## config.mk

```make
export PLATFORM = sky130hd
export DESIGN_NAME = scp_config_regs
export DESIGN_NICKNAME = d
export VERILOG_FILES = /design/src/scp_pkg.sv /design/src/scp_reg_bank.sv /design/src/scp_config_regs.sv
export VERILOG_INCLUDE_DIRS = /design/src
export SDC_FILE = /design/constraint.sdc
export NUM_CORES = 1
export LEC_CHECK = 0
export BUFFER_PORTS_ARGS = -buffer_cell sky130_fd_sc_hd__buf_2
export CAP_MARGIN = 20
export CORE_MARGIN = 2
export CORE_UTILIZATION = 50
export CTS_CLUSTER_SIZE = 30
export DETAILED_ROUTE_END_ITERATION = 7
export GPL_TIMING_DRIVEN = 0
export PLACE_DENSITY = 0.67
export SETUP_SLACK_MARGIN = 0.1
export SYNTH_ARGS = -nofsm -noshare
export SYNTH_HDL_FRONTEND = slang
export SYNTH_SLANG_ARGS = --single-unit
```

## constraint.sdc

```tcl
create_clock -name mclk_i -period 3.5 [get_ports mclk_i]
set_input_delay 0.7 -clock mclk_i [delete_from_list [all_inputs] [get_ports mclk_i]]
set_output_delay 0.7 -clock mclk_i [all_outputs]
set_load 0.02 [all_outputs]
```

## src/scp_defs.svh

```systemverilog
// Register addresses, field positions, reset values and serial framing constants
`ifndef SCP_DEFS_SVH
`define SCP_DEFS_SVH

// ==========================================================
// Register addresses (13-bit serial address space)
`define SCP_ADDR_CFG    13'h0000
`define SCP_ADDR_PID    13'h0003
`define SCP_ADDR_RBS    13'h0004
`define SCP_ADDR_PDS    13'h0230
`define SCP_ADDR_RSV    13'h0231
`define SCP_ADDR_UPD    13'h0232
`define SCP_ADDR_STEP   13'h0001

// ==========================================================
// Reset values
`define SCP_CFG_RST     8'h18
`define SCP_RBS_RST     8'h00
`define SCP_PDS_RST     8'h00
`define SCP_ZERO_BYTE   8'h00

// ==========================================================
// Field positions
`define SCP_BIT_SDO_ACT 0
`define SCP_BIT_LSB     1
`define SCP_BIT_SRST    2
`define SCP_BIT_RBSEL   0
`define SCP_BIT_UPD     0
`define SCP_INS_RW      15
`define SCP_INS_LEN_HI  14
`define SCP_INS_LEN_LO  13
`define SCP_INS_ADR_HI  12

// ==========================================================
// Serial framing
`define SCP_INSTR_LAST  4'hF
`define SCP_BYTE_LAST   4'h7
`define SCP_CNT_ZERO    4'h0
`define SCP_CNT_STEP    4'h1
`define SCP_LEN_STREAM  2'h3
`define SCP_LEFT_ZERO   2'h0
`define SCP_LEFT_STEP   2'h1

`endif

```

## src/scp_pkg.sv

```systemverilog
// Types shared by the serial port configuration register block
package scp_pkg;

	// ==========================================================
	// Serial transaction states
	typedef enum logic [1:0]
	{
		SCP_IDLE  = 2'b00,
		SCP_INSTR = 2'b01,
		SCP_XFER  = 2'b10,
		SCP_DONE  = 2'b11
	} scp_state_t;

endpackage

```

## src/scp_reg_bank.sv

```systemverilog
// Register storage, buffered/active PDS pair, update strobe and readback mux
`timescale 1ns/10ps
`default_nettype none
`include "scp_defs.svh"

module scp_reg_bank
	import scp_pkg::*;
#(
	parameter logic [7:0] VARIANT_IDENTIFIER = 8'h5A // Arbitrary variant code
)
(
	// Clock and reset
	input  wire logic        mclk_i,
	input  wire logic        rst_n_i,
	// Write port
	input  wire logic        wr_en_i,
	input  wire logic [12:0] wr_addr_i,
	input  wire logic [7:0]  wr_data_i,
	// Read port
	input  wire logic [12:0] rd_addr_i,
	output logic      [7:0]  rd_data_o,
	// Register contents
	output logic      [7:0]  cfg_o,
	output logic      [7:0]  pds_active_o
);

	// ==========================================================
	// Address decode
	function automatic logic hit(input logic [12:0] a, input logic [12:0] t);
		hit = (a == t);
	endfunction

	logic [7:0] cfg_q, cfg_d;
	logic       rbs_q, rbs_d;
	logic [7:0] pds_buf_q, pds_buf_d;
	logic [7:0] pds_act_q, pds_act_d;
	logic       upd_q, upd_d;
	logic       srst;

	// Whole reset byte, so its select bit can be picked out by field position
	localparam logic [7:0] RBS_RST = `SCP_RBS_RST;

	assign srst = cfg_q[`SCP_BIT_SRST];

	// Next values; soft reset holds everything but the config register
	always_comb
	begin
		cfg_d     = cfg_q;
		rbs_d     = rbs_q;
		pds_buf_d = pds_buf_q;
		pds_act_d = pds_act_q;
		upd_d     = 1'b0;                                   // Self-clearing
		if (wr_en_i && hit(wr_addr_i, `SCP_ADDR_CFG))
			cfg_d = wr_data_i;                              // Reset bit stays until rewritten
		if (srst)
		begin
			rbs_d     = RBS_RST[`SCP_BIT_RBSEL];            // Defaults while held
			pds_buf_d = `SCP_PDS_RST;
			pds_act_d = `SCP_PDS_RST;
		end
		else
		begin
			if (upd_q)
				pds_act_d = pds_buf_q;                      // Buffered PDS value applied
			if (wr_en_i && hit(wr_addr_i, `SCP_ADDR_RBS))
				rbs_d = wr_data_i[`SCP_BIT_RBSEL];
			if (wr_en_i && hit(wr_addr_i, `SCP_ADDR_PDS))
				pds_buf_d = wr_data_i;
			if (wr_en_i && hit(wr_addr_i, `SCP_ADDR_UPD))
				upd_d = wr_data_i[`SCP_BIT_UPD];            // Update trigger
		end
	end

	// Register stage
	always_ff @(posedge mclk_i or negedge rst_n_i)
	begin
		if (!rst_n_i)
		begin
			cfg_q     <= `SCP_CFG_RST;
			rbs_q     <= RBS_RST[`SCP_BIT_RBSEL];
			pds_buf_q <= `SCP_PDS_RST;
			pds_act_q <= `SCP_PDS_RST;
			upd_q     <= 1'b0;
		end
		else
		begin
			cfg_q     <= cfg_d;
			rbs_q     <= rbs_d;
			pds_buf_q <= pds_buf_d;
			pds_act_q <= pds_act_d;
			upd_q     <= upd_d;
		end
	end

	// Readback; unmapped and reserved addresses read zero
	always_comb
	begin
		rd_data_o = `SCP_ZERO_BYTE;
		if (hit(rd_addr_i, `SCP_ADDR_CFG))
			rd_data_o = cfg_q;
		else if (hit(rd_addr_i, `SCP_ADDR_PID))
			rd_data_o = VARIANT_IDENTIFIER;                            // Fixed, writes ignored
		else if (hit(rd_addr_i, `SCP_ADDR_RBS))
			rd_data_o = {7'h00, rbs_q};
		else if (hit(rd_addr_i, `SCP_ADDR_PDS))
			rd_data_o = rbs_q ? pds_act_q : pds_buf_q;      // Bank select
		else if (hit(rd_addr_i, `SCP_ADDR_UPD))
			rd_data_o = {7'h00, upd_q};
	end

	assign cfg_o        = cfg_q;
	assign pds_active_o = pds_act_q;
endmodule // scp_reg_bank
`default_nettype wire

```

## src/scp_config_regs.sv

```systemverilog
// Serial control port engine with configuration and system control registers
// Function
// - Only 16-bit instructions exist; host keeps long-instruction bit at one.
// - Soft reset bit restores defaults, stays set until host writes zero.
// - Bit order zero: MSB first, address decrements; one: LSB first, increments.
// - Mode zero: reads on data pin, output pin high-Z; one: reads on output pin.
// - Read-only 8-bit variant identifier; writes ignored.
// - Readback select zero returns buffered values, one returns active values.
// - Writing one to update bit triggers update; bit clears by itself.
`timescale 1ns/10ps
`default_nettype none
`include "scp_defs.svh"

module scp_config_regs
	import scp_pkg::*;
#(
	parameter logic [7:0] VARIANT_IDENTIFIER = 8'h5A // Arbitrary variant code
)
(
	// Clock and reset
	input  wire logic       mclk_i,
	input  wire logic       rst_n_i,
	// Serial control port
	input  wire logic       sclk_i,
	input  wire logic       cs_n_i,
	input  wire logic       sdio_i,
	output logic            sdio_o,
	output logic            sdio_oe_n_o,
	output logic            serial_data_output_pin_o,
	output logic            serial_data_output_pin_oe_n_o,
	// Configuration state
	output logic            soft_reset_o,
	output logic            lsb_first_o,
	output logic            sdo_active_o,
	output logic [7:0]      pds_active_o
);

	// ==========================================================
	// Bit shifting in either order
	function automatic logic [15:0] shift_in(input logic [15:0] s, input logic b,
		input logic lsb);
		shift_in = lsb ? {b, s[15:1]} : {s[14:0], b};
	endfunction

	logic [7:0]  cfg;
	logic        lsb, sdo_act;
	logic        sclk_q, rise, fall;
	scp_state_t  st_q, st_d;
	logic [3:0]  bit_q, bit_d;
	logic [15:0] sr_q, sr_d, sr_n;
	logic        rw_q, rw_d;
	logic [1:0]  len_q, len_d;
	logic [1:0]  left_q, left_d;
	logic [12:0] addr_q, addr_d, addr_step;
	logic [7:0]  rd_q, rd_d;
	logic        drv_q, drv_d;
	logic        wr_en_q, wr_en_d;
	logic [12:0] wr_addr_q, wr_addr_d;
	logic [7:0]  wr_data_q, wr_data_d;
	logic [7:0]  rd_data;
	logic        byte_end;

	assign lsb     = cfg[`SCP_BIT_LSB];
	assign sdo_act = cfg[`SCP_BIT_SDO_ACT];

	// ==========================================================
	// Register storage
	scp_reg_bank #(
		.VARIANT_IDENTIFIER (VARIANT_IDENTIFIER)
	) u_bank (
		.mclk_i       (mclk_i),
		.rst_n_i      (rst_n_i),
		.wr_en_i      (wr_en_q),
		.wr_addr_i    (wr_addr_q),
		.wr_data_i    (wr_data_q),
		.rd_addr_i    (addr_q),
		.rd_data_o    (rd_data),
		.cfg_o        (cfg),
		.pds_active_o (pds_active_o)
	);

	// ==========================================================
	// Serial clock edges, taken from the sampled pin level
	assign rise      = sclk_i && !sclk_q;
	assign fall      = !sclk_i && sclk_q;
	assign sr_n      = shift_in(sr_q, sdio_i, lsb);             // Writes always on data pin
	assign addr_step = lsb ? addr_q + `SCP_ADDR_STEP
	                       : addr_q - `SCP_ADDR_STEP;           // Stepping direction
	assign byte_end  = rise && (bit_q == `SCP_BYTE_LAST);

	// Transaction sequencing next values
	always_comb
	begin
		st_d      = st_q;
		bit_d     = bit_q;
		sr_d      = sr_q;
		rw_d      = rw_q;
		len_d     = len_q;
		left_d    = left_q;
		addr_d    = addr_q;
		rd_d      = rd_q;
		drv_d     = drv_q;
		wr_en_d   = 1'b0;
		wr_addr_d = wr_addr_q;
		wr_data_d = wr_data_q;
		if (cs_n_i)
		begin
			// Chip select high aborts any frame
			st_d  = SCP_IDLE;
			drv_d = 1'b0;
		end
		else
		begin
			case (st_q)
				SCP_IDLE:
				begin
					st_d  = SCP_INSTR;
					bit_d = `SCP_CNT_ZERO;
				end
				SCP_INSTR:
				begin
					if (rise)
					begin
						sr_d  = sr_n;
						bit_d = bit_q + `SCP_CNT_STEP;
						// Length bit ignored: instruction is always 16 bits
						if (bit_q == `SCP_INSTR_LAST)
						begin
							st_d   = SCP_XFER;
							bit_d  = `SCP_CNT_ZERO;
							rw_d   = sr_n[`SCP_INS_RW];
							len_d  = sr_n[`SCP_INS_LEN_HI:`SCP_INS_LEN_LO];
							left_d = sr_n[`SCP_INS_LEN_HI:`SCP_INS_LEN_LO];
							addr_d = sr_n[`SCP_INS_ADR_HI:0];
						end
					end
				end
				SCP_XFER:
				begin
					// Read byte loaded on the falling edge that opens it
					if (rw_q && fall)
					begin
						if (bit_q == `SCP_CNT_ZERO)
						begin
							rd_d  = rd_data;
							drv_d = 1'b1;
						end
						else
							rd_d = lsb ? {1'b0, rd_q[7:1]} : {rd_q[6:0], 1'b0};
					end
					if (rise)
					begin
						sr_d  = sr_n;
						bit_d = bit_q + `SCP_CNT_STEP;
					end
					if (byte_end)
					begin
						bit_d  = `SCP_CNT_ZERO;
						addr_d = addr_step;
						if (!rw_q)
						begin
							wr_en_d   = 1'b1;
							wr_addr_d = addr_q;
							wr_data_d = lsb ? sr_n[15:8] : sr_n[7:0];
						end
						if (len_q != `SCP_LEN_STREAM)
						begin
							if (left_q == `SCP_LEFT_ZERO)
								st_d = SCP_DONE;
							else
								left_d = left_q - `SCP_LEFT_STEP;
						end
					end
				end
				SCP_DONE:
				begin
					// Extra clocks are ignored until chip select rises
					drv_d = 1'b0;
				end
				default:
					st_d = SCP_IDLE;
			endcase
		end
	end

	// Transaction sequencing registers
	always_ff @(posedge mclk_i or negedge rst_n_i)
	begin
		if (!rst_n_i)
		begin
			sclk_q    <= 1'b0;
			st_q      <= SCP_IDLE;
			bit_q     <= `SCP_CNT_ZERO;
			sr_q      <= 16'h0000;
			rw_q      <= 1'b0;
			len_q     <= 2'h0;
			left_q    <= 2'h0;
			addr_q    <= 13'h0000;
			rd_q      <= 8'h00;
			drv_q     <= 1'b0;
			wr_en_q   <= 1'b0;
			wr_addr_q <= 13'h0000;
			wr_data_q <= 8'h00;
		end
		else
		begin
			sclk_q    <= sclk_i;
			st_q      <= st_d;
			bit_q     <= bit_d;
			sr_q      <= sr_d;
			rw_q      <= rw_d;
			len_q     <= len_d;
			left_q    <= left_d;
			addr_q    <= addr_d;
			rd_q      <= rd_d;
			drv_q     <= drv_d;
			wr_en_q   <= wr_en_d;
			wr_addr_q <= wr_addr_d;
			wr_data_q <= wr_data_d;
		end
	end

	// ==========================================================
	// Pin drivers; output pin stays released in bidirectional mode
	assign sdio_o                        = lsb ? rd_q[0] : rd_q[7];
	assign serial_data_output_pin_o      = lsb ? rd_q[0] : rd_q[7];
	assign sdio_oe_n_o                   = !(drv_q && !sdo_act);
	assign serial_data_output_pin_oe_n_o = !(drv_q && sdo_act);

	// Configuration state straight from the register flops
	assign soft_reset_o = cfg[`SCP_BIT_SRST];
	assign lsb_first_o  = lsb;
	assign sdo_active_o = sdo_act;
endmodule // scp_config_regs
`default_nettype wire

```

Word-level counts from Yosys, hierarchy flattened
Cells that the tools add are included.
{"block": "classes", "n_addsub": 4, "n_eq_ne": 26, "n_mux": 50, "bitwise_logic": 2, "n_reduce_logical": 37}
{"cell": "$mux 8", "n": 12}
{"cell": "$eq 13x10->1 const B", "n": 4}
{"cell": "$mux 13", "n": 4}
{"cell": "$eq 13x3->1 const B", "n": 2}
{"cell": "$logic_not 13->1", "n": 2}
{"cell": "$pmux 13 s2", "n": 1}
{"cell": "$ne 3x3->1 const B", "n": 8}
{"cell": "$mux 2", "n": 11}
{"cell": "$mux 16", "n": 1}
{"cell": "$mux 4", "n": 4}
{"cell": "$add 13x1->13 const B", "n": 1}
{"cell": "$eq 13x2->1 const B", "n": 1}
{"cell": "$mux 1", "n": 13}
{"cell": "$sub 13x1->13 const B", "n": 1}
{"cell": "$ne 2x2->1 const B", "n": 6}
{"cell": "$pmux 4 s3", "n": 1}
{"cell": "$reduce_and 4->1", "n": 3}
{"cell": "$logic_and 1x1->1", "n": 10}
{"cell": "$reduce_and 3->1", "n": 3}
{"cell": "$reduce_bool 2->1", "n": 4}
{"cell": "$reduce_and 7->1", "n": 1}
{"cell": "$pmux 2 s3", "n": 1}
{"cell": "$reduce_and 6->1", "n": 1}
{"cell": "$reduce_bool 3->1", "n": 2}
{"cell": "15 further kinds", "n": 22}
{"block": "totals", "reg_bits": 98, "output_inout_bits": 15, "elab_cells": 137}

Longest topological paths before layout
{"block": "logic_depth", "word_depth": 7, "depth_mapped": 10, "depth_no_buf": 8}

Hierarchy
A second synthesis with hierarchy kept.
{"block": "hier_totals", "cells_unflattened": 552, "hier_area_um2": 5451.5}
{"module": "scp_config_regs", "instances": 1, "cells_each": 420, "area_per_inst_um2": 4021.4}
{"module": "scp_reg_bank", "instances": 1, "cells_each": 132, "area_per_inst_um2": 1430.1}

Worst setup path before layout
Ideal clock, no wire load.
{"block": "synth_timing", "path_kind": "register to register", "start": "register u_bank.cfg_q[1] (netlist: u_bank.cfg_o[1])", "end": "register addr_q[12]", "setup_time_ps": 136, "t_arrival_ps": 2595, "required_time_ps": 3364, "setup_slack_ps": 769, "path_stages_with_launch": 10, "path_buffers": 1, "synth_period_minus_slack_ps": 2731, "cell_sequence": "dfrtp_1 -> buf_2 -> inv_1 -> fa_1 -> a211oi_1 -> o21a_1 -> o21ai_0 -> a311o_1 -> o311ai_0 -> nand3b_1"}
{"block": "synth_between", "elab_chain_cells": 4}
{"item": "from (decl)", "line": "scp_reg_bank.sv:33", "rtl": "logic [7:0] cfg_q, cfg_d;"}
{"item": "from (signal assigned)", "line": "scp_reg_bank.sv:79", "rtl": "cfg_q <= `SCP_CFG_RST;"}
{"item": "from (signal assigned)", "line": "scp_reg_bank.sv:87", "rtl": "cfg_q <= cfg_d;"}
{"item": "$mux 16", "line": "scp_config_regs.sv:42", "rtl": "shift_in = lsb ? {b, s[15:1]} : {s[14:0], b};"}
{"item": "$mux 13", "line": "scp_config_regs.sv:127", "rtl": "if (bit_q == `SCP_INSTR_LAST)"}
{"item": "$mux 13", "line": "scp_config_regs.sv:122", "rtl": "if (rise)"}
{"item": "$pmux 13 s2 *", "line": "scp_config_regs.sv:114", "rtl": "case (st_q)"}
{"item": "to (signal assigned)", "line": "scp_config_regs.sv:214", "rtl": "addr_q <= addr_d;"}
{"item": "to (decl)", "line": "scp_config_regs.sv:54", "rtl": "logic [12:0] addr_q, addr_d, addr_step;"}
Mark *: on every way between the ends. The rest lies on a longest branch, timed or not. The select of a mux whose other input is x is not followed.
A chain may end at the register's enable or synchronous reset.

Worst setup path after layout
Ends and elaborated chain as after synthesis.

==> impl_metrics.tcl <==
set metrics [dict create \
    num_rows 37 \
    swShare_pct 38.1 \
    routed_wl_um 12200 \
    pwr-share-clk_pct 20.5 \
    vias_per_cell 5.73 \
    cp_data_required_time_ps 3740 \
    hold_violations 0 \
    gp_congestion 0.820 \
    worst-path-max-fanout 15 \
    fillers 938 \
    worst-path-buf-inv 2 \
    coreArea_um2 10400 \
    yosys_warnings 0 \
    status "complete, no violations" \
    clock-sinks 98 \
    reg2reg_from "u_bank.cfg_o[1]$_DFFE_PN0P_" \
    synth_xor_area_share_pct 1.47 \
    syn_inst 535 \
    die_h_um 108 \
    rr_endpoint "addr_q[12]$_DFFE_PN0P_" \
    cp_data_arrival_time_ps 3380 \
    vdd_drop_max_mv 0.229 \
    period_needed_ps 3140 \
    setup_viol 0 \
    end_kind "flip-flop" \
    skew_ps 10.4 \
    place_ws_ps 398 \
    power_frac_seq_pct 43.4 \
    instances_no_fill 706 \
    vias 4043 \
    initialDrtViolationCount 246 \
    rr_worst_depth 9 \
    synth-seq-cells 98 \
    synth_edf_count 0 \
    wire_per_inst_um 17.3 \
    yosys.area_share.simple_pct 15.6 \
    dpl.hpwl_um 9000 \
    drc 0 \
    cellPowerDensity_nw_per_um2 617 \
    postCtsResizedCells 0 \
    cts.htree.levels 3 \
    placement.io_buffers 18 \
    fp.dieW_um 108 \
    syn_avg_cell_area_um2 10.0 \
    detail-route-antenna-nets 0 \
    cp-start-kind "flip-flop" \
    cts_root_buf "clkbuf_8" \
    async_flop_share_pct 100 \
    path_delay_family "compound AO/OA/AOI/OAI gates" \
    tightest_slew_ps 736 \
    layout-drive-gt1-share_pct 15.3 \
    yosysMostFrequentCell "dfrtp_1" \
    placed_cell_area_um2 5650 \
    final_max_slew_viol_count 0 \
    area_growth_pct 8.99 \
    synthAdderAreaFrac_pct 4.58 \
    synth-compound-area-share_pct 15.3 \
    track_usage_pct 22.6 \
    final_core_util_pct 56.3 \
    synth_top_area_share_pct 44.8 \
    multi_input_area_um2 2740 \
    relSlewSlack_pct 51.0 \
    combPwrFrac_pct 36.1 \
    netlist_area_um2 5360 \
    nets 589 \
    antenna_cells 0 \
    insertion_delay_ps 370 \
    fin_crit_sh_pct 89.8 \
    slowest_stage "fa_1" \
    initial_core_util_pct 51.7 \
    synth_common_cells "96 x dfrtp_1, 70 x a21oi_1, 58 x nor2_1" \
    grt_overflow 0 \
    finalWorstSetupSlack_ps 357 \
    dr.pass1.iters 5 \
    ys_seq_area_share_pct 45.8 \
    maxCapViolations 0 \
    p_int_uw 2230 \
    max_freq_ghz 0.318 \
    cts_tree "yes" \
    stdcell_area_um2 5840 \
    critical_path_class "flip-flop to flip-flop" \
    numCtsBuffers 9 \
    synth_cell_type_count 56 \
    synthesis.nets 559 \
    min_path_type "input pin to asynchronous set/reset pin" \
    leakage_uw 0.00259 \
    synthMuxAreaShare_pct 14.1 \
    synth_top_family_by_area "simple AND/OR/NAND/NOR gates" \
    path_clk_slew_ps 90 \
    grt_pass1_wl_um 20400 \
    num_io_pins 20 \
    r2r_setup_slack_ps 360 \
    synth_ff_type "dfrtp_1" \
    dp.cells 690 \
    grt_max_degree 56 \
    cpPeakStageDelay_ps 580 \
    dieArea_um2 11600 \
    synth_area_leaders "dfrtp_1 45%, mux2i_1 7.3%, a21oi_1 6.5%" \
    yosysTopAreaCell "dfrtp_1" \
    path_cells "buf_2 > inv_1 > fa_1 > a211oi_1 > o21a_1 > o21ai_0 > a311o_1 > o311ai_0 > nand3b_1" \
    seq_area_um2 2450 \
    post_cts_buffers 0 \
    first_global_vias 4112 \
    grt_antenna_before_repair 0 \
    postCtsHoldBufs 0 \
    finalSetupTns_ps 0 \
    rsz0062_at_grt "false" \
    switchingPower_uw 1370 \
    clockBufferDepth 2 \
]
cells by family (layout without fill, tap and decap cells):
| group | count (synthesis) | after routing |
|---|---|---|
| multiplexers | 69 | 69 |
| AND/OR/NAND/NOR | 163 | 163 |
| flip-flops | 98 | 98 |
| XOR/XNOR | 9 | 9 |
| buffers and inverters | 38 | 73 |
| adder cells (fa/ha/maj) | 19 | 19 |
| AO/OA/AOI/OAI | 139 | 139 |
cells in the final DEF (no fill, tap or decap), drive strengths merged, types with 8 or more instances in the layout:
master and n:
nand2 33, nor2 60, nor2b 13, inv 10, mux2 30, o211ai 11, o21ai 27, clkbuf 31
dfrtp 96, a21o 8, buf 30, nor3 13, mux2i 39, a21oi 70, ha 18, nand3 11
metrics by stage:
| step | power, µW | hold slack (ps) |
|---|---|---|
| 2_1_floorplan | 2510 | 404 |
| 3_3_place_gp | 2810 | 484 |
| 3_5_place_dp | 2870 | 491 |
| 4_1_cts | 3610 | 350 |
| 5_1_grt | 3860 | 370 |
| 6_report | 3600 | 318 |
final cells by class:
class,instances,share of cell area (%)
timing repair buffer,19,2.06
buffer,28,2.12
tap,136,2.91
multi-input combinational,399,47.0
clock inverter,2,0.664
inverter,10,0.643
clock buffer,14,2.61
sequential,98,42.0
flip-flops by register name, indices dropped and copies added (netlist names):
| register | count |
|---|---|
| addr_q | 13 |
| bit_q | 4 |
| drv_q | 1 |
| left_q | 2 |
| len_q | 2 |
| rd_q | 8 |
| rw_q | 1 |
| sclk_q | 1 |
| sr_q | 16 |
| st_q | 2 |
| u_bank.cfg_o | 8 |
| u_bank.pds_active_o | 8 |
| u_bank.pds_buf_q | 8 |
| u_bank.rbs_q | 1 |
| u_bank.upd_q | 1 |
| wr_addr_q | 13 |
| wr_data_q | 8 |
| wr_en_q | 1 |
power groups by stage:
stage	clock network [µW]	logic [µW]	registers, µW
after global placement	0	1240	1570
final	739	1300	1560
after CTS	754	1300	1560
after floorplan	0	1020	1490
after detailed placement	0	1300	1580
after global routing	788	1480	1590
worst max path at each step:
stage | from | slack [ps] | end | depth (start not counted)
finish | u_bank.cfg_o[1]$_DFFE_PN0P_ | 360 | addr_q[12]$_DFFE_PN0P_ | 9
global route | u_bank.cfg_o[1]$_DFFE_PN0P_ | 220 | addr_q[12]$_DFFE_PN0P_ | 9
CTS | u_bank.cfg_o[1]$_DFFE_PN0P_ | 360 | addr_q[12]$_DFFE_PN0P_ | 9
detailed placement | u_bank.cfg_o[1]$_DFFE_PN0P_ | 400 | addr_q[12]$_DFFE_PN0P_ | 9
global placement | u_bank.cfg_o[1]$_DFFE_PN0P_ | 420 | addr_q[12]$_DFFE_PN0P_ | 9
floorplan | u_bank.cfg_o[1]$_DFFE_PN0P_ | 770 | addr_q[12]$_DFFE_PN0P_ | 9
metal layers:
layer	part of all wire [%]	vias to the layer above	GRT usage [%]
met4	1.5	0	7.33
met5	0	-	0
li1	-	1987	-
met2	48	39	37.3
met1	48	2003	30.9
met3	2.1	14	2.66
worst reg2reg max path, stage by stage, from the launching register on:
cell      delay [ps]
dfrtp_1          390
buf_2            250
inv_1            340
fa_1             580
a211oi_1         230
o21a_1           170
o21ai_0          220
a311o_1          400
o311ai_0         310
nand3b_1         120
Note: power is estimated with default switching activity, not from simulation.
